### config.mk
export PLATFORM = sky130hd
export DESIGN_NAME = serial_frame_transceiver
export DESIGN_NICKNAME = d
export VERILOG_FILES = /design/src/rtl/serial_frame_transceiver.v
export VERILOG_INCLUDE_DIRS = /design/src /design/src/rtl
export SDC_FILE = /design/constraint.sdc
export NUM_CORES = 1
export LEC_CHECK = 0
export BUFFER_PORTS_ARGS = -buffer_cell sky130_fd_sc_hd__buf_2
export CAP_MARGIN = 20
export CELL_PAD_IN_SITES_DETAIL_PLACEMENT = 2
export CELL_PAD_IN_SITES_GLOBAL_PLACEMENT = 2
export CORE_UTILIZATION = 30
export CTS_CLUSTER_SIZE = 28
export DETAILED_ROUTE_END_ITERATION = 8
export PLACE_DENSITY = 0.77
export SLEW_MARGIN = 20
export SYNTH_ARGS = -nofsm -noshare
export SYNTH_HDL_FRONTEND = slang
export SYNTH_SLANG_ARGS = --single-unit
### constraint.sdc
create_clock -name clk -period 4.85 [get_ports clk]
set_input_delay 0.485 -clock clk [delete_from_list [all_inputs] [get_ports clk]]
set_output_delay 0.485 -clock clk [all_outputs]
set_load 0.01 [all_outputs]
### src/rtl/serial_frame_transceiver_regs.vh
// register map, field positions and constants of the serial frame transceiver
// Contract
// - frame opens with one start bit, then data
// - parity sits after data, before first stop
// - next start may follow stop bits directly
// - accept 5-9 data bits, any parity, 1-2 stops
// - start bit is always driven low
// - stop bits and idle line are high
// - one-entry transmit buffer before shift register
// - two-entry receive buffer keeps status flags
// - buffering allows gapless back-to-back frames
// - output enables external RS-485 line driver
// - one-wire mode uses transmit pin both ways
// - transfer clock pin driven or received
// - bit clock from baud generator or pin
// - open drain forces transmit pin to output; here the pin is enabled only while it drives low, and is released for high
// - loopback feeds transmit line into receiver
// - generate and check odd or even parity
// - overflow and framing errors stored with frame
// - reject false starts, low-pass filter input
// - separate tx complete, empty, rx complete sources
// - divisor holds factor shifted six, 64..65535
// - samples per bit 16, 8 or 2
`ifndef SERIAL_FRAME_TRANSCEIVER_REGS_VH
`define SERIAL_FRAME_TRANSCEIVER_REGS_VH
// ==========================================
// register byte offsets
`define SFT_DATA_OFS 5'h00
`define SFT_STATUS_OFS 5'h04
`define SFT_CTRL_OFS 5'h08
`define SFT_FORMAT_OFS 5'h0c
`define SFT_BAUD_OFS 5'h10
// ==========================================
// data word fields
`define SFT_PERR_BIT 12
`define SFT_FERR_BIT 13
`define SFT_BUFOVF_BIT 14
// status fields
`define SFT_RXC_BIT 0
`define SFT_DRE_BIT 1
`define SFT_TXC_BIT 2
// control fields
`define SFT_TXEN_BIT 0
`define SFT_RXEN_BIT 1
`define SFT_LOOP_BIT 2
`define SFT_ODRAIN_BIT 3
`define SFT_DBL_BIT 4
`define SFT_SYNC_BIT 5
`define SFT_CLKMST_BIT 6
`define SFT_RS485_BIT 7
// format fields: size code, parity, stop count
`define SFT_PAR_NONE 2'h0
`define SFT_PAR_EVEN 2'h2
`define SFT_PAR_ODD 2'h3
// ==========================================
// reset values
`define SFT_CTRL_RST 8'h00
`define SFT_FORMAT_RST 7'h03
`define SFT_BAUD_RST 16'h0040
// samples per bit and divisor step
`define SFT_S_NORMAL 5'h10
`define SFT_S_DOUBLE 5'h08
`define SFT_S_SYNC 5'h02
`define SFT_FRAC_STEP 17'h00040
`endif

### src/rtl/serial_frame_transceiver.v
// serial frame transceiver with wishbone register slave
`include "serial_frame_transceiver_regs.vh"

module serial_frame_transceiver
(
  // clock and reset
  input wire clk,
  input wire sys_rst,
  // wishbone classic slave
  input wire cyc_i,
  input wire stb_i,
  input wire we_i,
  input wire [4:0] adr_i,
  input wire [3:0] sel_i,
  input wire [31:0] dat_i,
  output reg [31:0] dat_o,
  output reg ack_o,
  // transmit pin, two-way
  input wire txdIn,
  output reg txdOut,
  output reg txdOe_n,
  // receive pin
  input wire rxdIn,
  // transfer clock pin, two-way
  input wire xckIn,
  output reg xckOut,
  output reg xckOe_n,
  // rs-485 driver enable
  output reg lineDriverEnable,
  // event sources, levels
  output reg txCompleteIrq,
  output reg dataEmptyIrq,
  output reg rxCompleteIrq
);

  // ==========================================
  // helpers
  // data mask for a size code, codes 4 and above mean nine bits
  function [8:0] dataMask;
    input [2:0] code;
    begin
      case (code)
        3'h0: dataMask = 9'h01f;
        3'h1: dataMask = 9'h03f;
        3'h2: dataMask = 9'h07f;
        3'h3: dataMask = 9'h0ff;
        default: dataMask = 9'h1ff;
      endcase
    end
  endfunction

  // number of data bits for a size code
  function [3:0] dataCount;
    input [2:0] code;
    begin
      dataCount = (code > 3'h4) ? 4'h9 : ({1'b0, code} + 4'h5);
    end
  endfunction

  // parity bit: even makes total ones even
  function parityOf;
    input [8:0] d;
    input odd;
    begin
      parityOf = (^d) ^ odd;
    end
  endfunction

  // ==========================================
  // registers
  reg [7:0] ctrl;
  reg [6:0] format;
  reg [15:0] baud;
  reg txcFlag;

  wire txEn = ctrl[`SFT_TXEN_BIT];
  wire rxEn = ctrl[`SFT_RXEN_BIT];
  wire loopEn = ctrl[`SFT_LOOP_BIT];
  wire odEn = ctrl[`SFT_ODRAIN_BIT];
  wire syncMode = ctrl[`SFT_SYNC_BIT];
  wire clkMaster = ctrl[`SFT_CLKMST_BIT];
  wire [2:0] sizeCode = format[2:0];
  wire parEn = format[5];
  wire parOdd = format[4];
  wire twoStop = format[6];
  wire [8:0] mask = dataMask(sizeCode);
  wire [3:0] nData = dataCount(sizeCode);

  // bus access taken at the edge where ack is raised
  wire busGo = cyc_i & stb_i & ~ack_o;
  wire busWr = busGo & we_i;
  wire busRd = busGo & ~we_i;
  wire dataWr = busWr & (adr_i == `SFT_DATA_OFS) & sel_i[0];
  wire dataRd = busRd & (adr_i == `SFT_DATA_OFS);

  // ==========================================
  // pin synchronisers
  reg rxdS1, rxdS2, txdS1, txdS2, xckS1, xckS2, xckPrev;
  always @(posedge clk)
  begin
    if (sys_rst)
    begin
      {rxdS1, rxdS2, txdS1, txdS2} <= 4'hf;
      {xckS1, xckS2, xckPrev} <= 3'h0;
    end
    else
    begin
      rxdS1 <= rxdIn;
      rxdS2 <= rxdS1;
      txdS1 <= txdIn;
      txdS2 <= txdS1;
      xckS1 <= xckIn;
      xckS2 <= xckS1;
      xckPrev <= clkMaster ? xckOut : xckS2;
    end
  end

  // ==========================================
  // fractional baud generator
  // divisor is factor times 64, so adding 64 per clock gives the fraction
  reg [16:0] fracAcc;
  reg tick;
  wire [16:0] divisor = syncMode ? {1'b0, baud[15:6], 6'h00} : {1'b0, baud};
  wire [16:0] accNext = fracAcc + `SFT_FRAC_STEP;
  always @(posedge clk)
  begin
    if (sys_rst)
    begin
      fracAcc <= 17'h00000;
      tick <= 1'b0;
    end
    else if (accNext >= divisor)
    begin
      fracAcc <= accNext - divisor;
      tick <= 1'b1;
    end
    else
    begin
      fracAcc <= accNext;
      tick <= 1'b0;
    end
  end

  // samples per bit for the current mode
  wire [4:0] spb = syncMode ? `SFT_S_SYNC : (ctrl[`SFT_DBL_BIT] ? `SFT_S_DOUBLE : `SFT_S_NORMAL);

  // transfer clock: master toggles per tick, slave follows the pin
  wire xckLevel = clkMaster ? xckOut : xckS2;
  wire xckRise = syncMode & xckLevel & ~xckPrev;
  wire xckFall = syncMode & ~xckLevel & xckPrev;

  // ==========================================
  // transmitter
  reg [8:0] txBuf;
  reg txFull;
  reg [12:0] txShift;
  reg [3:0] txLeft;
  reg txBusy;
  reg [4:0] txCnt;
  reg txLine;

  // bit boundary: tx changes on falling transfer clock in sync mode
  wire txStep = syncMode ? xckFall : (tick & (txCnt == spb - 5'h01));
  wire txLoad = txFull & txEn & (~txBusy | (txStep & (txLeft == 4'h1)));
  wire txDone = txBusy & txStep & (txLeft == 4'h1);
  wire [8:0] txData = txBuf & mask;
  wire txPar = parityOf(txData, parOdd);
  // frame laid out lsb first: start, data, parity, stops
  reg [12:0] txFrame;
  reg [3:0] txLen;
  always @*
  begin
    txFrame = 13'h1fff;
    txFrame[0] = 1'b0;
    txFrame[9:1] = txData | ~mask;
    txFrame[nData + 4'h1] = parEn ? txPar : 1'b1;
    txLen = 4'h2 + nData + {3'h0, parEn} + {3'h0, twoStop};
  end

  always @(posedge clk)
  begin
    if (sys_rst)
    begin
      txBuf <= 9'h000;
      txFull <= 1'b0;
      txShift <= 13'h1fff;
      txLeft <= 4'h0;
      txBusy <= 1'b0;
      txCnt <= 5'h00;
      txLine <= 1'b1;
    end
    else
    begin
      // single-entry buffer, writes while full are ignored
      if (dataWr & ~txFull)
      begin
        txBuf <= {sel_i[1] & dat_i[8], dat_i[7:0]};
        txFull <= 1'b1;
      end
      else if (txLoad)
        txFull <= 1'b0;
      if (~syncMode & txBusy & tick)
        txCnt <= (txCnt == spb - 5'h01) ? 5'h00 : txCnt + 5'h01;
      // reload at the last boundary so frames abut with no idle gap
      if (txLoad)
      begin
        txShift <= {1'b1, txFrame[12:1]};
        txLine <= txFrame[0];
        txLeft <= txLen;
        txBusy <= 1'b1;
        txCnt <= 5'h00;
      end
      else if (txDone)
      begin
        txBusy <= 1'b0;
        txLine <= 1'b1;
      end
      else if (txBusy & txStep)
      begin
        txLine <= txShift[0];
        txShift <= {1'b1, txShift[12:1]};
        txLeft <= txLeft - 4'h1;
      end
    end
  end

  // ==========================================
  // receiver front end
  // loopback reads the shared pin, ANDed with own line for one-wire
  wire rxPin = loopEn ? (txdS2 & txLine) : rxdS2;
  reg [2:0] rxHist;
  wire rxMaj = (rxHist[0] & rxHist[1]) | (rxHist[1] & rxHist[2]) | (rxHist[0] & rxHist[2]);
  localparam RX_IDLE = 2'h0;
  localparam RX_START = 2'h1;
  localparam RX_BITS = 2'h2;
  reg [1:0] rxState;
  reg [4:0] rxCnt;
  reg [3:0] rxIdx;
  reg [10:0] rxBits;
  reg rxDone;

  // sample point: middle of bit after three filter samples
  wire rxMid = tick & (rxCnt == {1'b0, spb[4:1]});
  wire rxSample = syncMode ? xckRise : rxMid;
  wire rxBit = syncMode ? rxPin : rxMaj;
  wire [3:0] rxLast = nData + {3'h0, parEn};

  always @(posedge clk)
  begin
    if (sys_rst | ~rxEn)
    begin
      rxHist <= 3'h7;
      rxState <= RX_IDLE;
      rxCnt <= 5'h00;
      rxIdx <= 4'h0;
      rxBits <= 11'h000;
      rxDone <= 1'b0;
    end
    else
    begin
      rxDone <= 1'b0;
      if (tick)
      begin
        rxHist <= {rxHist[1:0], rxPin};
        rxCnt <= (rxCnt == spb - 5'h01) ? 5'h00 : rxCnt + 5'h01;
      end
      case (rxState)
        RX_IDLE:
          if (syncMode ? (xckRise & ~rxPin) : (tick & ~rxPin))
          begin
            rxState <= syncMode ? RX_BITS : RX_START;
            rxCnt <= 5'h01;
            rxIdx <= 4'h0;
          end
        RX_START:
          if (rxMid)
            rxState <= rxMaj ? RX_IDLE : RX_BITS;
        RX_BITS:
          if (rxSample)
          begin
            rxBits[rxIdx] <= rxBit;
            rxIdx <= rxIdx + 4'h1;
            // only the first stop is checked, a second one is ignored
            if (rxIdx == rxLast)
            begin
              rxState <= RX_IDLE;
              rxDone <= 1'b1;
            end
          end
        default: rxState <= RX_IDLE;
      endcase
    end
  end

  // ==========================================
  // two-entry receive buffer with flags per frame
  reg [11:0] rxMem [0:1];
  reg rxWp, rxRp;
  reg [1:0] rxCount;
  wire [8:0] rxData = rxBits[8:0] & mask;
  wire rxStop = rxBits[rxLast];
  wire rxParBit = rxBits[nData];
  wire rxPerr = parEn & (rxParBit != parityOf(rxData, parOdd));
  wire rxPop = dataRd & (rxCount != 2'h0);
  wire rxOvf = rxDone & (rxCount == 2'h2) & ~rxPop;
  wire [11:0] rxEntry = {rxOvf, ~rxStop, rxPerr, rxData};

  always @(posedge clk)
  begin
    if (sys_rst | ~rxEn)
    begin
      rxMem[0] <= 12'h000;
      rxMem[1] <= 12'h000;
      rxWp <= 1'b0;
      rxRp <= 1'b0;
      rxCount <= 2'h0;
    end
    else
    begin
      if (rxPop)
        rxRp <= ~rxRp;
      // when full the newest entry is overwritten and marked
      if (rxOvf)
        rxMem[~rxWp] <= rxEntry;
      else if (rxDone)
      begin
        rxMem[rxWp] <= rxEntry;
        rxWp <= ~rxWp;
      end
      if ((rxDone & ~rxOvf) & ~rxPop)
        rxCount <= rxCount + 2'h1;
      else if (~(rxDone & ~rxOvf) & rxPop)
        rxCount <= rxCount - 2'h1;
    end
  end

  // ==========================================
  // register writes and sticky transmit-complete flag
  always @(posedge clk)
  begin
    if (sys_rst)
    begin
      ctrl <= `SFT_CTRL_RST;
      format <= `SFT_FORMAT_RST;
      baud <= `SFT_BAUD_RST;
      txcFlag <= 1'b0;
    end
    else
    begin
      if (busWr & sel_i[0] & (adr_i == `SFT_CTRL_OFS))
        ctrl <= dat_i[7:0];
      if (busWr & sel_i[0] & (adr_i == `SFT_FORMAT_OFS))
        format <= dat_i[6:0];
      if (busWr & (adr_i == `SFT_BAUD_OFS))
      begin
        if (sel_i[0])
          baud[7:0] <= dat_i[7:0];
        if (sel_i[1])
          baud[15:8] <= dat_i[15:8];
      end
      // completion with nothing buffered sets, set beats clear
      if (txDone & ~txLoad)
        txcFlag <= 1'b1;
      else if (busWr & sel_i[0] & (adr_i == `SFT_STATUS_OFS) & dat_i[`SFT_TXC_BIT])
        txcFlag <= 1'b0;
    end
  end

  // ==========================================
  // bus answer: one-cycle ack, unmapped reads return zero
  reg [31:0] rdMux;
  always @*
  begin
    rdMux = 32'h00000000;
    case (adr_i)
      `SFT_DATA_OFS: rdMux = (rxCount != 2'h0) ? {17'h00000, rxMem[rxRp][11:9], 3'h0, rxMem[rxRp][8:0]} : 32'h0;
      `SFT_STATUS_OFS:
      begin
        rdMux[`SFT_RXC_BIT] = rxCount != 2'h0;
        rdMux[`SFT_DRE_BIT] = ~txFull;
        rdMux[`SFT_TXC_BIT] = txcFlag;
      end
      `SFT_CTRL_OFS: rdMux = {24'h000000, ctrl};
      `SFT_FORMAT_OFS: rdMux = {25'h0000000, format};
      `SFT_BAUD_OFS: rdMux = {16'h0000, baud};
      default: rdMux = 32'h00000000;
    endcase
  end

  always @(posedge clk)
  begin
    if (sys_rst)
    begin
      ack_o <= 1'b0;
      dat_o <= 32'h00000000;
    end
    else
    begin
      ack_o <= busGo;
      dat_o <= busRd ? rdMux : 32'h00000000;
    end
  end

  // ==========================================
  // pin drivers and event outputs
  // transmitter keeps the pin until its buffer and shifter drain
  wire txOwn = txEn | txBusy | txFull;
  always @(posedge clk)
  begin
    if (sys_rst)
    begin
      txdOut <= 1'b1;
      txdOe_n <= 1'b1;
      xckOut <= 1'b0;
      xckOe_n <= 1'b1;
      lineDriverEnable <= 1'b0;
      txCompleteIrq <= 1'b0;
      dataEmptyIrq <= 1'b0;
      rxCompleteIrq <= 1'b0;
    end
    else
    begin
      txdOut <= txLine;
      // open drain pulls low only, the pull-up makes the high level
      if (odEn)
        txdOe_n <= ~(txOwn & ~txLine);
      else
        txdOe_n <= ~txOwn;
      if (syncMode & clkMaster & (txEn | rxEn) & tick)
        xckOut <= ~xckOut;
      else if (~(syncMode & clkMaster))
        xckOut <= 1'b0;
      xckOe_n <= ~(syncMode & clkMaster);
      lineDriverEnable <= ctrl[`SFT_RS485_BIT] & (txBusy | txLoad);
      txCompleteIrq <= txcFlag;
      dataEmptyIrq <= ~txFull & txEn;
      rxCompleteIrq <= rxCount != 2'h0;
    end
  end

endmodule

Yosys cells after proc, flatten, opt, wreduce, memory -nomap -nowiden --
Memory sizes are Yosys's and may differ from the RTL's. A register that Yosys moved wholly into a read port is not among the register bits. Index checks and enable logic that the tools add are counted.
Word-level totals: flip-flop bits (word level) 161, RAM bits 24, input port bits 49, output and inout port bits 41, memories 1
Operators by class: $add $sub $neg 15, $lt $le $gt $ge 8, equal/unequal tests 22, mux-type cells 80, bitwise gates (word level) 86, reductions and logical operators 27
Memories:
- rxMem | depth 2, width 12, rd ports 1, clocked after Yosys merged registers in 1, wr ports 2, line serial_frame_transceiver.v:297 | reg [11:0] rxMem [0:1];
Operators with widths (count):
- $mux W12 | 5
- $pmux W13 S4 | 1
- $and A1 B1 Y1 | 48
- $mux W1 | 40
- $pmux W9 S4 | 1
- $mux W5 | 7
- $mux W4 | 6
- $not A1 Y1 | 24
- $reduce_or A12 Y1 | 2
- $lt A4 B5 Y1 const B | 4
- $and A9 B9 Y9 | 2
- $reduce_xor A9 Y1 | 2
- $add A17 B7 Y17 const B | 1
- $ge A17 B16 Y1 | 1
- $mux W17 | 1
- $sub A17 B16 Y17 | 1
- $mux W2 | 8
- $mux W15 | 1
- $pmux W3 S5 | 1
- $reduce_bool A2 Y1 | 7
- $bwmux W13 | 1
- $add A4 B1 Y4 | 3
- $bwmux W11 | 1
- $add A5 B1 Y5 const B | 2
- other kinds (42) | 68

Depth between registers and ports, before layout --
depth in word-level cells 13, gate-level depth with buffers 14, mapped depth without buffers 13

Worst setup path before layout --
OpenSTA, ideal clock, no wires.
kind register -> register, from reg format[0], to mem rxMem[0][10], data pin, arrival time 2.933 ns, setup slack 1.758 ns, stages on the path, launching flop included 14, period minus slack after synthesis 3.092 ns, path through dfxtp_1 clkbuf_1 buf_1 inv_1 ha_1 nand2b_1 clkbuf_1 nand2_1 ha_1 buf_1 mux4_2 mux2i_1 nor2_1 nor3_1
RTL lines:
- start, declared | line serial_frame_transceiver.v:72 | reg [6:0] format;
- start signal, assigned | line serial_frame_transceiver.v:344 | format <= `SFT_FORMAT_RST;
- start signal, assigned | line serial_frame_transceiver.v:353 | format <= dat_i[6:0];
- end, declared | line serial_frame_transceiver.v:297

Worst setup path after layout --
from reg fracAcc[6], to reg fracAcc[6]
Between the ends: cells in the longest elaborated chain, start to end 3
RTL lines:
- start, declared | line serial_frame_transceiver.v:121 | reg [16:0] fracAcc;
- start signal, assigned | line serial_frame_transceiver.v:134 | fracAcc <= accNext - divisor;
- start signal, assigned | line serial_frame_transceiver.v:139 | fracAcc <= accNext;
- $add A17 B7 Y17 (no source line) (*)
- $sub A17 B16 Y17 / $ge A17 B16 Y1 (equally long branches) | line serial_frame_transceiver.v:134, serial_frame_transceiver.v:132
- $mux W17 (*) | line serial_frame_transceiver.v:132 | else if (accNext >= divisor)
Mark *: on every way between the ends. The rest lies on a longest branch, timed or not. A chain may end at the register's enable or synchronous reset.

==> results.txt <==
Post-synth top cells: 146 x dfxtp_1, 125 x nand2_1, 93 x nor2_1
synthesis-to-finish area growth: 13.0%
period utilisation layout: 0.751
Core Region: 29100 sq um
Skew-Pair Late Insertion Delay: 450 ps
vias in the first global route: 8302
Rows: 62
Final Hold Viols: 0
CP Max Fanout: 10
DR WL/cell: 19.9 microns
detailed placement HPWL: 21500 microns
# DRC: 0
first-pass GRT wire length: 46800 microns
switching pwr: 1.27 mW
reg-to-reg slack, setup: 1210 ps
CP top delay family: simple AND/OR/NAND/NOR gates
input/output buffers: 55
n_diodes: 0
DP Worst Slack: 1220 ps
worst min path class: input pin to flop
cts hold-fix bufs: 0
YS warnings: 0
worst hold slack: 207 ps
Final Util: 0.349
Pleak: 3.73 nW
Yosys cell types: 72
PnR Total Power: 3.82 mW
# IOs: 90
TritonCTS clock tree: built
RSZ-0062 raised after global routing: false
violation count after the first detailed-route iteration: 393
pwr/cell area: 377 nW/um^2
fin crit period: 3640 ps
CTS Root Buffer Type: clkbuf_16
htree depth: 4
gr usage total: 0.197
WS Path Type: flop to flop
critical path, cell by cell: ha_1 -> nand2_1 -> nor2_1 -> nand3_1 -> xnor2_1 -> ha_1 -> and3_1 -> nand2_1 -> nor4_1 -> a211o_1 -> a221oi_4 -> buf_4 -> mux2i_1 -> nor2_1
cell area after synthesis: 8970 sq um
synthesized flop and latch total: 170
CTS Buffer Depth: 2
critical path arrival: 3960 ps
final instance area: 10100 sq um
WP data required: 5170 ps
Final GP Congestion: 0.816
worst setup margin: 1210 ps
via density per instance: 5.30
Pre-Repair DR Iteration Count: 5
cell-internal power: 2.56 mW
cell taking the most area after synthesis: dfxtp_1
Mapped Cells: 1047
outcome: complete, no violations
Slew Limit Headroom: 0.321
crit path buf inv count: 1
antenna violation net count after detailed routing: 0
sequential fraction of the synthesis area: 0.406
CTS sink count: 170
Die ar.: 30600 sq um
Worst Tran Pin Value: 1020 ps
Finished Layout Cells: 1476
Critical Path End Type: flop
combinational power share: 0.241
sw frac: 0.331
Final Max Slew Viols: 0
Die W: 175 microns
CTS buffer count: 17
share of layout cells above drive strength 1: 0.116
Post-DP Area: 9530 sq um
Main synth FF type: dfxtp_1
CTS resizes: 0
Worst-path clk slew: 80 ps
vias: 7824
Starting Density: 0.308
synth top area cells: dfxtp_1 33%, edfxtp_1 8.0%, nand2_1 5.2%
routed wire length: 29300 microns
Clock power frac: 0.367
Clock Skews: 18.1 ps
CP max stage delay: 510 ps
largest net degree at the start of global routing: 54
Async SR Flop Fraction: 0
most frequent cell after synthesis: dfxtp_1
antenna violations before repair: 0
# setup viols final: 0
top-area cell type share of the netlist area: 0.326
CP max stage cell: a221oi_4
Setup TNS Final: 0 ps
postcts setup bufs: 0
final net count: 1164
synthesized area per cell: 8.57 sq um
Max-cap violations: 0
Critical Path Start Type: flop
Max Clk Rate: 275 MHz
Die Ht: 175 microns
worst-case vdd ir drop: 0.000245 V
Post-Place Cells: 1444
gr ovfl total: 0
Post-synth EDFFs: 24
Flop pwr share: 0.391
[layout by cell type (no fill, tap or decap), types with 17 or more instances in the layout]
cell type	n
clkbuf_16	17
xor2_1	25
nand3_1	66
buf_2	54
inv_1	34
nor3_1	27
nand2_1	125
nor2b_1	17
dfxtp_1	146
mux2i_1	31
nor2_1	93
ha_1	34
xnor2_1	33
edfxtp_1	24
a21oi_1	80
o21ai_0	59
[routing by layer]
| layer | track usage | routed length (microns) |
|---|---|---|
| met5 | 0 | 0 |
| met4 | 0.0460 | 335 |
| met3 | 0.0315 | 792 |
| met2 | 0.356 | 15000 |
| met1 | 0.243 | 13200 |
[state kept, by name (all words and copies together), names as in the netlist, 7 cells and up, named ones only]
register	count
dat_o	16
format	7
txShift	12
baud	16
fracAcc	17
ctrl	8
rxBits	11
txBuf	9
rxMem	24
[path summary, 6_finish.rpt]
path	from	end	cells past startpoint
max	fracAcc[6]$_SDFF_PP0_	fracAcc[6]$_SDFF_PP0_	14
min	txdIn	txdS1$_SDFF_PP1_	2
max reg2reg	fracAcc[6]$_SDFF_PP0_	fracAcc[6]$_SDFF_PP0_	14
min reg2reg	txdS1$_SDFF_PP1_	txdS2$_SDFF_PP1_	1
[final cells by class]
type                       count  area (sq um)
fill                        3302         19000
multi-input combinational    791          4930
sequential                   170          3640
tap                          384           480
clock buffer                  17           425
timing repair buffer          64           345
clock inverter                15           184
inverter                      35           131
[power by group through the flow]
stage               combinational (mW)  clock, mW  sequential [mW]
global placement                 0.872          0             1.53
CTS                              0.930       1.45             1.50
global route                      1.01       1.49             1.50
detailed placement               0.900          0             1.53
finish                           0.922       1.40             1.50
floorplan                        0.705          0             1.52
[kinds of logic (layout without fill, tap and decap cells)]
logic type / Yosys count / in the layout / synth area share
and+or+nand+nor: 412 / 412 / 0.221
DFF: 170 / 170 / 0.406
buffers and inverters: 101 / 131 / 0.0505
muxes: 44 / 44 / 0.0534
other: 1 / 16 / 0.000418
xor gates and xnor gates: 60 / 60 / 0.0617
adders and majority gates: 37 / 37 / 0.0530
AOI/OAI and AO/OA: 222 / 222 / 0.154
Power figures use the tool's default switching activity.
